===== config.mk =====
export PLATFORM = sky130hd
export DESIGN_NAME = dbcc_top
export DESIGN_NICKNAME = d
export VERILOG_FILES = /design/src/pkg/dbcc_pkg.sv /design/src/rtl/dbcc_timer.sv /design/src/rtl/dbcc_top.sv
export VERILOG_INCLUDE_DIRS = /design/src /design/src/pkg
export SDC_FILE = /design/constraint.sdc
export NUM_CORES = 2
export LEC_CHECK = 0
export BUFFER_PORTS_ARGS = -buffer_cell sky130_fd_sc_hd__buf_2
export CORE_AREA = 4 4 394 396
export CTS_CLUSTER_SIZE = 24
export DETAILED_ROUTE_END_ITERATION = 8
export DIE_AREA = 0 0 398 400
export PLACE_DENSITY = 0.7
export RECOVER_POWER = 100
export SKIP_LAST_GASP = 1
export SLEW_MARGIN = 20
export SYNTH_ARGS = -nofsm -noshare
export SYNTH_HDL_FRONTEND = slang
export SYNTH_SLANG_ARGS = --single-unit

===== constraint.sdc =====
create_clock -name ref_clk_i -period 4.7 [get_ports ref_clk_i]
set_input_delay 0.94 -clock ref_clk_i [delete_from_list [all_inputs] [get_ports ref_clk_i]]
set_output_delay 0.94 -clock ref_clk_i [all_outputs]
set_load 0.05 [all_outputs]

===== src/pkg/dbcc_params.svh =====
/*
  Constants of the dual bank capture/compare unit: sizes, timing counts
  and reset values. Assumes it is included by the package, both rtl files and the checker.
*/
// What this block does
// - thirty-two channels, sixteen clock phase unit resolution
// - four reloadable 16-bit timers, two per bank
// - timer count clock prescaled or auxiliary overflow
// - first timer of each bank counts external events
// - sixteen channels per bank, timer and function selectable
// - each channel owns one pin, input or output
// - capture copies allocated timer on pin event
// - capture event raises that channel's interrupt
// - capture edge rising, falling or both
// - compare channels matched continuously against allocated timer
// - mode zero interrupts only, many per period
// - mode one toggles pin on every match
// - mode two interrupts at most once per period
// - mode three sets pin on match, clears on overflow
// - double mode: two registers toggle one pin
`ifndef DBCC_PARAMS_SVH
`define DBCC_PARAMS_SVH

`define DBCC_TMR_W 16
`define DBCC_BANKS 2
`define DBCC_CH_PER_BANK 16
`define DBCC_CH_NUM 32
`define DBCC_TMR_NUM 4
`define DBCC_HALF_BANK 8
// finest time step in clock phase units, two units per system clock
`define DBCC_RES_TCL 16
`define DBCC_TCL_PER_CLK 2
`define DBCC_BASE_DIV (`DBCC_RES_TCL / `DBCC_TCL_PER_CLK)
`define DBCC_PRE_W 10
`define DBCC_PRESEL_W 3
`define DBCC_TMR_MAX 16'hFFFF
`define DBCC_TMR_RST 16'h0000
`define DBCC_CC_RST 16'h0000

`endif


===== src/pkg/dbcc_pkg.sv =====
/*
  Types of the dual bank capture/compare unit. Assumes the constants
  header sits beside it on the include path.
*/
`include "dbcc_params.svh"

package dbcc_pkg;

  typedef enum logic [2:0] {
    CC_OFF, CC_CAPTURE, CC_CMP0, CC_CMP1, CC_CMP2, CC_CMP3, CC_DOUBLE
  } dbcc_mode_e;

  typedef enum logic [1:0] {EDGE_RISE, EDGE_FALL, EDGE_BOTH} dbcc_edge_e;

  typedef enum logic [1:0] {SRC_PRESCALE, SRC_AUX, SRC_EXT} dbcc_src_e;

  // per channel configuration
  typedef struct packed {
    dbcc_mode_e mode;
    logic tsel;
    dbcc_edge_e edge_sel;
  } dbcc_ch_cfg_s;

  // per timer configuration
  typedef struct packed {
    logic run;
    dbcc_src_e src;
    logic [`DBCC_PRESEL_W-1:0] presel;
    logic [`DBCC_TMR_W-1:0] reload;
  } dbcc_tmr_cfg_s;

  // software write into one channel register
  typedef struct packed {
    logic en;
    logic [4:0] idx;
    logic [`DBCC_TMR_W-1:0] data;
  } dbcc_wr_s;

  typedef struct packed {
    logic [`DBCC_PRE_W-1:0] pre;
    logic [`DBCC_TMR_W-1:0] val;
    logic ext_prev;
    logic step;
    logic ovf;
  } dbcc_tmr_state_s;

  typedef struct packed {
    logic [`DBCC_CH_NUM-1:0][`DBCC_TMR_W-1:0] cc;
    logic [`DBCC_CH_NUM-1:0] pin;
    logic [`DBCC_CH_NUM-1:0] oe_n;
    logic [`DBCC_CH_NUM-1:0] pin_prev;
    logic [`DBCC_CH_NUM-1:0] armed;
    logic [`DBCC_CH_NUM-1:0] irq;
  } dbcc_state_s;

endpackage


===== src/rtl/dbcc_timer.sv =====
/*
  One reloadable time-base timer with its count clock selection.
  Assumes inputs synchronous to ref_clk_i and a one-cycle aux pulse.
*/
`timescale 1ns/100ps
`include "dbcc_params.svh"

module dbcc_timer #(
  parameter bit HAS_EXT = 1'b1
) (
  input wire logic ref_clk_i, // system clock
  input wire logic rst_i, // synchronous reset, high
  input wire dbcc_pkg::dbcc_tmr_cfg_s cfg_i, // run, source, reload
  input wire logic aux_ovf_i, // auxiliary timer over/underflow pulse
  input wire logic ext_i, // external count input level
  output logic [`DBCC_TMR_W-1:0] val_o, // timer count
  output logic step_o, // count advanced last edge
  output logic ovf_o // timer overflowed last edge
);

  dbcc_pkg::dbcc_tmr_state_s st;
  dbcc_pkg::dbcc_tmr_state_s next_st;
  logic ext_rise;
  logic tick;

  // last prescaler count before a step: base divider times two to sel, less one
  function automatic logic [`DBCC_PRE_W-1:0] pre_limit(
    input logic [`DBCC_PRESEL_W-1:0] sel);
    logic [`DBCC_PRE_W:0] span;
    span = (`DBCC_PRE_W+1)'(`DBCC_BASE_DIV) << sel;
    return `DBCC_PRE_W'(span - 1'b1);
  endfunction

  //////////////////////////////////////////////////////////////////////
  // count clock selection and counting
  always_comb begin
    next_st = st;
    next_st.step = 1'b0;
    next_st.ovf = 1'b0;
    next_st.ext_prev = ext_i;
    ext_rise = HAS_EXT && ext_i && !st.ext_prev;
    tick = 1'b0;
    case (cfg_i.src)
      dbcc_pkg::SRC_PRESCALE: begin
        if (st.pre >= pre_limit(cfg_i.presel)) begin
          next_st.pre = '0;
          tick = cfg_i.run;
        end else begin
          next_st.pre = st.pre + 1'b1;
        end
      end
      dbcc_pkg::SRC_AUX: tick = cfg_i.run && aux_ovf_i;
      dbcc_pkg::SRC_EXT: tick = cfg_i.run && ext_rise;
      default: tick = 1'b0;
    endcase
    if (tick) begin
      next_st.step = 1'b1;
      if (st.val == `DBCC_TMR_MAX) begin
        next_st.val = cfg_i.reload;
        next_st.ovf = 1'b1;
      end else begin
        next_st.val = st.val + 1'b1;
      end
    end
  end

  // the prescaler stays live while stopped, so a restart is in phase
  always_ff @(posedge ref_clk_i) begin
    if (rst_i) begin
      st <= '{pre: '0, val: `DBCC_TMR_RST, ext_prev: 1'b0,
              step: 1'b0, ovf: 1'b0};
    end else begin
      st <= next_st;
    end
  end

  assign val_o = st.val;
  assign step_o = st.step;
  assign ovf_o = st.ovf;

endmodule // dbcc_timer


===== src/rtl/dbcc_top.sv =====
/*
  Dual bank capture/compare unit: four time-base timers and thirty-two
  channel registers, each with its own pin. Assumes all inputs are
  synchronous to ref_clk_i and that configuration is given as ports.
*/
`timescale 1ns/100ps
`include "dbcc_params.svh"

module dbcc_top (
  input wire logic ref_clk_i, // system clock, 25 MHz
  input wire logic rst_i, // synchronous reset, high
  input wire dbcc_pkg::dbcc_tmr_cfg_s [`DBCC_TMR_NUM-1:0] tmr_cfg_i, // timers
  input wire dbcc_pkg::dbcc_ch_cfg_s [`DBCC_CH_NUM-1:0] ch_cfg_i, // channels
  input wire dbcc_pkg::dbcc_wr_s wr_i, // channel register write
  input wire logic aux_ovf_i, // auxiliary general timer overflow pulse
  input wire logic [`DBCC_BANKS-1:0] ext_count_i, // bank first timer input
  input wire logic [`DBCC_CH_NUM-1:0] cc_pin_i, // channel pin levels
  output logic [`DBCC_CH_NUM-1:0] cc_pin_o, // channel pin drive level
  output logic [`DBCC_CH_NUM-1:0] cc_pin_oe_n_o, // low while driving
  output logic [`DBCC_CH_NUM-1:0] cc_irq_o, // channel request pulses
  output logic [`DBCC_CH_NUM-1:0][`DBCC_TMR_W-1:0] cc_val_o, // registers
  output logic [`DBCC_TMR_NUM-1:0][`DBCC_TMR_W-1:0] tmr_val_o // timers
);

  dbcc_pkg::dbcc_state_s st;
  dbcc_pkg::dbcc_state_s next_st;
  logic [`DBCC_TMR_NUM-1:0] tmr_step;
  logic [`DBCC_TMR_NUM-1:0] tmr_ovf;

  // timer index serving a channel: bank pair plus its own select bit
  function automatic logic [1:0] tmr_of(input int unsigned ch,
                                        input logic tsel);
    logic [1:0] bank;
    bank = 2'(ch / `DBCC_CH_PER_BANK);
    return {bank[0], tsel};
  endfunction

  // a compare hit: the timer just stepped onto the register value
  function automatic logic hit(input logic stepped,
                               input logic [`DBCC_TMR_W-1:0] tv,
                               input logic [`DBCC_TMR_W-1:0] cv);
    return stepped && (tv == cv);
  endfunction

  //////////////////////////////////////////////////////////////////////
  // time bases
  // two timers per bank
  for (genvar t = 0; t < `DBCC_TMR_NUM; t++) begin : g_tmr
    // only the first timer of a bank sees the external input
    dbcc_timer #(
      .HAS_EXT(t % 2 == 0)
    ) u_tmr (
      .ref_clk_i(ref_clk_i),
      .rst_i(rst_i),
      .cfg_i(tmr_cfg_i[t]),
      .aux_ovf_i(aux_ovf_i),
      .ext_i(ext_count_i[t / 2]),
      .val_o(tmr_val_o[t]),
      .step_o(tmr_step[t]),
      .ovf_o(tmr_ovf[t])
    );
  end

  //////////////////////////////////////////////////////////////////////
  // channel behaviour
  // all thirty-two channels in one loop
  always_comb begin
    logic [1:0] ti;
    logic [`DBCC_TMR_W-1:0] tv;
    logic stp;
    logic ov;
    logic rise;
    logic fall;
    logic ev;
    logic arm;
    logic m;
    dbcc_pkg::dbcc_ch_cfg_s cfg;
    ti = '0;
    tv = '0;
    stp = 1'b0;
    ov = 1'b0;
    rise = 1'b0;
    fall = 1'b0;
    ev = 1'b0;
    arm = 1'b0;
    m = 1'b0;
    cfg = '0;
    next_st = st;
    next_st.irq = '0;
    next_st.pin_prev = cc_pin_i;
    for (int unsigned c = 0; c < `DBCC_CH_NUM; c++) begin
      cfg = ch_cfg_i[c];
      ti = tmr_of(c, cfg.tsel);
      tv = tmr_val_o[ti];
      stp = tmr_step[ti];
      ov = tmr_ovf[ti];
      // an overflow re-arms the once-per-period modes
      arm = st.armed[c] | ov;
      m = hit(stp, tv, st.cc[c]);
      // software write; a capture in the same cycle wins below
      if (wr_i.en && (wr_i.idx == 5'(c))) begin
        next_st.cc[c] = wr_i.data;
      end
      next_st.oe_n[c] = 1'b1;
      case (cfg.mode)
        dbcc_pkg::CC_CAPTURE: begin
          rise = cc_pin_i[c] && !st.pin_prev[c];
          fall = !cc_pin_i[c] && st.pin_prev[c];
          case (cfg.edge_sel)
            dbcc_pkg::EDGE_RISE: ev = rise;
            dbcc_pkg::EDGE_FALL: ev = fall;
            dbcc_pkg::EDGE_BOTH: ev = rise | fall;
            default: ev = 1'b0;
          endcase
          if (ev) begin
            next_st.cc[c] = tv;
            next_st.irq[c] = 1'b1;
          end
        end
        dbcc_pkg::CC_CMP0: begin
          next_st.irq[c] = m;
        end
        dbcc_pkg::CC_CMP1: begin
          next_st.oe_n[c] = 1'b0;
          next_st.irq[c] = m;
          if (m) begin
            next_st.pin[c] = !st.pin[c];
          end
        end
        dbcc_pkg::CC_CMP2: begin
          next_st.armed[c] = arm;
          if (m && arm) begin
            next_st.irq[c] = 1'b1;
            next_st.armed[c] = 1'b0;
          end
        end
        // set on match, clear on overflow
        dbcc_pkg::CC_CMP3: begin
          next_st.oe_n[c] = 1'b0;
          next_st.armed[c] = arm;
          if (ov) begin
            next_st.pin[c] = 1'b0;
          end
          if (m && arm) begin
            next_st.pin[c] = 1'b1;
            next_st.irq[c] = 1'b1;
            next_st.armed[c] = 1'b0;
          end
        end
        // lower channel and its upper partner share the pin
        dbcc_pkg::CC_DOUBLE: begin
          next_st.oe_n[c] = 1'b0;
          next_st.irq[c] = m;
          if ((c % `DBCC_CH_PER_BANK) < `DBCC_HALF_BANK) begin
            m = m | hit(stp, tv, st.cc[c + `DBCC_HALF_BANK]);
          end
          if (m) begin
            next_st.pin[c] = !st.pin[c];
          end
        end
        default: begin
          next_st.armed[c] = 1'b1;
        end
      endcase
    end
  end

  // pins stay undriven and low after reset; limited modes start armed
  always_ff @(posedge ref_clk_i) begin
    if (rst_i) begin
      st <= '{cc: {`DBCC_CH_NUM{`DBCC_CC_RST}}, pin: '0, oe_n: '1,
              pin_prev: '0, armed: '1, irq: '0};
    end else begin
      st <= next_st;
    end
  end

  //////////////////////////////////////////////////////////////////////
  // outputs straight from the state register
  assign cc_pin_o = st.pin;
  assign cc_pin_oe_n_o = st.oe_n;
  assign cc_irq_o = st.irq;
  assign cc_val_o = st.cc;

endmodule // dbcc_top

# --- Word-level counts from Yosys, hierarchy flattened ---
# Index checks and enable logic that the tools add are counted.
classes:
  n_div: 0
  add_sub_neg: 12
  n_mux: 728
  mul: 0
  magnitude_cmp: 36
  n_eq_ne: 425
  reduce_logical: 531
  shifts: 4
  n_bitwise: 84
op_table:
  columns: ["operator", "n"]
  rows:
  - ["$mux W16", 164]
  - ["$eq A16 B16 Y1", 48]
  - ["$mux W1", 424]
  - ["$eq A3 B3 Y1 const B", 96]
  - ["$pmux W1 S3", 82]
  - ["$eq A3 B2 Y1 const B", 64]
  - ["$reduce_or A3 Y1", 64]
  - ["$logic_and A1 B1 Y1", 184]
  - ["$reduce_or A4 Y1", 32]
  - ["$reduce_or A2 Y1", 52]
  - ["$pmux W1 S2", 50]
  - ["$logic_not A1 Y1", 98]
  - ["$eq A3 B1 Y1 const B", 32]
  - ["$ne A3 B3 Y1 const B", 32]
  - ["$eq A5 B5 Y1 const B", 16]
  - ["$or A1 B1 Y1", 80]
  - ["$eq A2 B1 Y1 const B", 36]
  - ["$logic_not A2 Y1", 36]
  - ["$eq A2 B2 Y1 const B", 34]
  - ["$add A16 B1 Y16 const B", 4]
  - ["$eq A16 B16 Y1 const B", 4]
  - ["$ne A2 B2 Y1 const B", 32]
  - ["$reduce_and A4 Y1", 16]
  - ["$lt A1 B3 Y1 const B", 16]
  - ["17 further kinds", 124]
totals:
  output_inout_bits: 672
  mem_bits_rw: 0
  input_bits: 339
  reg_bits: 786
  n_memories: 0
  romBits: 0
  latchBits: 0

# --- Logic depth before layout (Yosys ltp) ---
depth:
  word_depth: 8
  ltp_mapped: 17
  depth_no_buf: 15

# --- Cells and area by module ---
# A second synthesis with hierarchy kept.
unflattened:
  hier_cells: 7880
  hier_area_um2: 63261.9
by_module_without_submodules:
  columns: ["mod", "instances", "cells_per_inst", "area_each_um2"]
  rows:
  - ["dbcc_top", 1, 6935, 55455.7]
  - ["dbcc_timer at g_tmr[0].u_tmr ...", 2, 235, 1941.9]
  - ["dbcc_timer at g_tmr[3].u_tmr", 1, 244, 1991.9]
  - ["dbcc_timer at g_tmr[1].u_tmr", 1, 231, 1930.6]

# --- Worst setup path after synthesis ---
# No wires, ideal clock.
synth_path:
  path_type: "input to register"
  start: "input tmr_cfg_i[40] (netlist name)"
  end: "register g_tmr[1].u_tmr.st (netlist bit g_tmr[1].u_tmr.val_o[7])"
  setup_ns: 0.128
  path_buffers: 2
  cell_stages: 15
  t_arrival_ns: 3.663
  path_slack_ns: 0.909
  cell_sequence: "or3_1 ha_1 clkbuf_1 nor3_1 a21oi_1 o21a_1 ha_1 a21o_1 a21oi_1 o211ai_1 a211oi_1 nor2_1 clkbuf_1 a22oi_1 nor2_1"
synth_via:
  elab_chain_len: 5
synth_lines:
  columns: ["item", "line", "source"]
  rows:
  - ["from (decl)", "dbcc_top.sv:12", "input wire dbcc_pkg::dbcc_tmr_cfg_s [`DBCC_TMR_NUM-1:0] tmr_cfg_i,"]
  - ["$shl A4 B3 Y10", "dbcc_timer.sv:30", "span = (`DBCC_PRE_W+1)'(`DBCC_BASE_DIV) << sel;"]
  - ["$sub A10 B1 Y10", "dbcc_timer.sv:31", "return `DBCC_PRE_W'(span - 1'b1);"]
  - ["$ge A10 B10 Y1", "dbcc_timer.sv:45", "if (st.pre >= pre_limit(cfg_i.presel)) begin"]
  - ["$mux W1", "dbcc_timer.sv:45", null]
  - ["$pmux W1 S2", "dbcc_timer.sv:43", "case (cfg_i.src)"]
  - ["to (signal assigned)", "dbcc_timer.sv:70", "st <= '{pre: '0, val: `DBCC_TMR_RST, ext_prev: 1'b0,"]
  - ["to (signal assigned)", "dbcc_timer.sv:73", "st <= next_st;"]
  - ["to (decl)", "dbcc_timer.sv:21", "dbcc_pkg::dbcc_tmr_state_s st;"]
# Every way passes these cells.
# A chain may end at the register's enable or synchronous reset.

# --- Worst setup path after layout ---
layout_path:
  start: "register g_tmr[2].u_tmr.st (netlist bit g_tmr[2].u_tmr.val_o[0])"
  end: "register st (netlist bit cc_pin_o[21])"
layout_via:
  elab_chain_len: 8
  elab_cells_between_ends: 15
layout_lines:
  columns: ["item", "line", "source"]
  rows:
  - ["from (decl)", "dbcc_timer.sv:21", null]
  - ["from (signal assigned)", "dbcc_timer.sv:70", null]
  - ["from (signal assigned)", "dbcc_timer.sv:73", null]
  - ["$mux W16 (not written as such) (*) (2 in a row)", "dbcc_top.sv:94", "tv = tmr_val_o[ti];"]
  - ["$eq A16 B16 Y1", "dbcc_top.sv:42", "return stepped && (tv == cv);"]
  - ["$logic_and A1 B1 Y1", "dbcc_top.sv:42", null]
  - ["$or A1 B1 Y1", "dbcc_top.sv:155", "m = m | hit(stp, tv, st.cc[c + `DBCC_HALF_BANK]);"]
  - ["$mux W1", "dbcc_top.sv:105", "case (cfg.mode)"]
  - ["$ne A2 B2 Y1 (no line)", null, null]
  - ["$reduce_and A4 Y1 (no line)", null, null]
  - ["to (signal assigned)", "dbcc_top.sv:171", "st <= '{cc: {`DBCC_CH_NUM{`DBCC_CC_RST}}, pin: '0, oe_n: '1,"]
  - ["to (signal assigned)", "dbcc_top.sv:174", "st <= next_st;"]
  - ["to (decl)", "dbcc_top.sv:25", "dbcc_pkg::dbcc_state_s st;"]
# Every way passes the cells marked *; elsewhere a longest branch is shown, timed or not. The select of a mux whose other input is x is not followed.

==> results.txt <==
Outcome = finished with violations
Failing checks = capacitance limit, slew limit
Cts-stage hold buffer count = 0
Post-synthesis compound-gate area fraction = 14.26%
Critical Path Fanout Max = 15
Total CTS buffers = 99
Post-synth EDFFs = 0
NetSw = 5.541 mW
Global-route wire length before repair = 386,700 um
Crit path buf inv count = 1
CTS Sinks = 786
Post-synthesis mux area share = 16.91%
DR WL/cell = 28.37 um
Worst relative slew slack = -91.19%
Die Wd = 398 um
H-tree levels = 3
Hold Crit Class = in2reg
Crit path kind = reg2reg
Antenna viol nets, final = 0
Fill cells = 15.39k
Area of the mapped netlist = 61,400 um^2
CP Capture Type = flop
Pint = 12.50 mW
Net Sw Frac = 30.71%
Final wirelength = 276,700 um
Pin slew with the least headroom to its limit = 2.868 ns
Setup tns final = 0 ns
Tot GR Track Use = 32.72%
Crit path arrival time = 5.02 ns
CP max stage cell = clkbuf_1
Worst-path clk slew = 0.06 ns
Core Rows = 143
Post-CTS resize count = 0
Drt first pass iters = 6
Largest family of logic cells by synthesized area = multiplexers
Avg Inst Size Synth = 8.147 um^2
Clock latency on the worst-skew pair = 0.74 ns
Startpoint Class = flop
XOR/XNOR share of the synthesized area = 11.90%
Power share of the clock group = 45.9%
Design Power = 18.04 mW
DP Worst Slack = 0.1287 ns
Number of max-cap violations = 20
Post-CTS Setup Inserts = 0
Worst-path cell chain = clkbuf_1, mux2i_1, xnor2_1, nor4_1, nand3_1, o41ai_1, mux2_2, a221oi_1
Peak Freq = 218.9 MHz
Flop pwr share = 38.9%
Power per cell area = 273.9 nW/um^2
GR Layer Usage met1 = 41.85%
Syn Nets = 7,985
Period utilisation layout = 97.19%
Combinational power share = 15.2%
Leakage = 25.87 nW
Count of different cell masters after synthesis = 82
Post-Synth Simple-Gate Area = 15.91%
CTS tree = yes
RSZ-0062 raised after global routing = false
Vias in the first global route = 54.66k
GR peak layer = met2
Final Skew = 0.03992 ns
Via-per-instance ratio = 6.047
Layout Area Growth over Synthesis = 7.279%
Starting density of the core = 40.51%
Met3 Use GR = 12.07%
Clock period minus worst slack = 4.568 ns
Die ar. = 159,200 um^2
Core area = 151,500 um^2
Root buffer cell = clkbuf_16
Primary FF master, synth = dfxtp_1
1st-iter DRT viols = 7,547
Final setup violation count = 0
Largest net degree at the start of global routing = 175
Sequential area share after synthesis = 25.63%
Gr ovfl total = 0
Post-Syn Instances = 7,536
Top-Level Pins = 1,011
GPL Wtd Cong = 0.9934
Initial antenna violation count = 58
CP peak stage delay = 1.30 ns
Total number of vias = 58.98k
Final worst slack = 0.1322 ns
Endpoints failing hold = 0
Dpl hpwl = 202,600 um
Adder-cell share of the synthesized area = 2.242%
Post-synthesis sequential element count = 786
Post-synth ARST share = 0%
Die Span Y = 400 um
Ys Warns = 0
Max IR drop VDD = 270.6 uV
Drt drc = 0
CP top delay family = buffers and inverters
Max Slew Vio Count = 748
Nets = 8,048
PortBufs = 1,010
Required time of the critical path = 5.15 ns
Share of layout cells above drive strength 1 = 14.98%
Clock Tree Buf Depth = 3
Met2 Usage GRT = 46.26%
-- state kept, by name, summed over array words and instances, names as in the netlist --
signal,cells
st,64
cc_irq_o,32
cc_pin_o,32
g_tmr.u_tmr.step_o,4
g_tmr.u_tmr.st,42
g_tmr.u_tmr.ovf_o,4
cc_pin_oe_n_o,32
g_tmr.u_tmr.val_o,64
cc_val_o,512
-- cell usage after synthesis (20+ instances only) --
master	count	area share, %
a211oi_1	414	5.1
a21o_1	21	0.26
a21oi_1	430	3.5
a311oi_1	22	0.31
a31oi_1	48	0.49
and3_1	87	0.89
buf_1	32	0.20
buf_2	47	0.38
buf_4	678	8.3
clkbuf_1	499	3.1
dfxtp_1	786	26
ha_1	110	2.2
inv_1	189	1.2
mux2_2	369	6.8
mux2i_1	609	9.9
nand2_1	279	1.7
nand2b_1	46	0.47
nand3_1	128	1.0
nand3b_1	31	0.38
nand4_1	75	0.76
nor2_1	813	5.0
nor2b_1	182	1.9
nor3_1	109	0.89
nor4_1	133	1.4
o211ai_1	25	0.31
o21a_1	22	0.27
o21ai_0	190	1.5
or2_2	42	0.43
or3_1	20	0.20
xnor2_1	586	8.4
xor2_1	248	3.5
-- cell type report --
cell class                 instances  area (um^2)  share of cell area, %
multi-input combinational       5300        37620                  57.11
sequential                       786        15740                  23.89
timing repair buffer            1222         5680                  8.624
clock buffer                     143         2954                  4.485
tap                             2030         2540                  3.856
inverter                         190        715.7                  1.087
clock inverter                    37        505.5                 0.7674
antenna                           46        115.1                 0.1748
-- placed cells by master (no fill, tap or decap), types with 110 or more instances in the layout --
master	count
ha_1	110
dfxtp_1	785
xnor2_1	586
mux2_2	369
buf_2	360
nand3_1	125
a211oi_1	414
buf_4	150
xor2_1	248
mux2i_1	609
clkbuf_1	718
a21oi_1	430
o21ai_0	200
inv_1	188
nor4_1	137
nand2_1	279
nor2_1	803
nor2b_1	181
-- power groups by stage --
stage               Combinational (mW)  Sequential, mW  Clock (mW)
floorplan                         2.00            7.06           0
global placement                  2.68            7.14           0
detailed placement                2.73            7.15           0
CTS                               2.74            7.00        8.33
global route                      2.90            7.02        8.59
finish                            2.75            7.02        8.28
-- kinds of logic after synthesis --
kind of cell             Yosys count
AND/OR/NAND/NOR                 2014
buffers and inverters           1450
AO/OA/AOI/OAI                   1355
multiplexers                     987
XOR/XNOR                         834
flip-flops                       786
adder cells (fa/ha/maj)          110
-- worst reg2reg max path, cell delays in order, from the launching register on --
cell and delay, ns:
dfxtp_1 0.61, clkbuf_1 1.30, mux2i_1 0.57, xnor2_1 0.27, nor4_1 0.38, nand3_1 0.15
o41ai_1 0.66, mux2_2 0.28, a221oi_1 0.08
-- per-stage QoR --
step	area [um^2]	instances	utilization, %	hold slack (ns)
6_report	65870	9754	43.46	0.4559
5_1_grt	65830	9739	43.44	0.4427
3_5_place_dp	63420	9528	41.85	0.4608
2_1_floorplan	61400	7536	-	0.4346
4_1_cts	66880	9708	44.13	0.3854
3_3_place_gp	63400	9527	41.83	0.4514
-- worst paths after layout --
| kind | from | to | slack [ns] | cells past startpoint |
|---|---|---|---|---|
| setup / recovery | g_tmr[2].u_tmr.val_o[0] | cc_pin_o[21] | 0.13 | 8 |
| hold / removal | ext_count_i[1] | g_tmr[2].u_tmr.st[2] | 0.46 | 2 |
| setup reg to reg | g_tmr[2].u_tmr.val_o[0] | cc_pin_o[21] | 0.13 | 8 |
| hold reg to reg | st[54] | st[54] | 0.48 | 2 |
-- metal layers --
metal / part of all wire [%] / routed length, um
met1: 38 / 105800
met2: 40 / 111800
met3: 14 / 39300
met4: 7.2 / 19840
met5: 0.025 / 70
No activity file was read; power rests on OpenSTA's default activity.
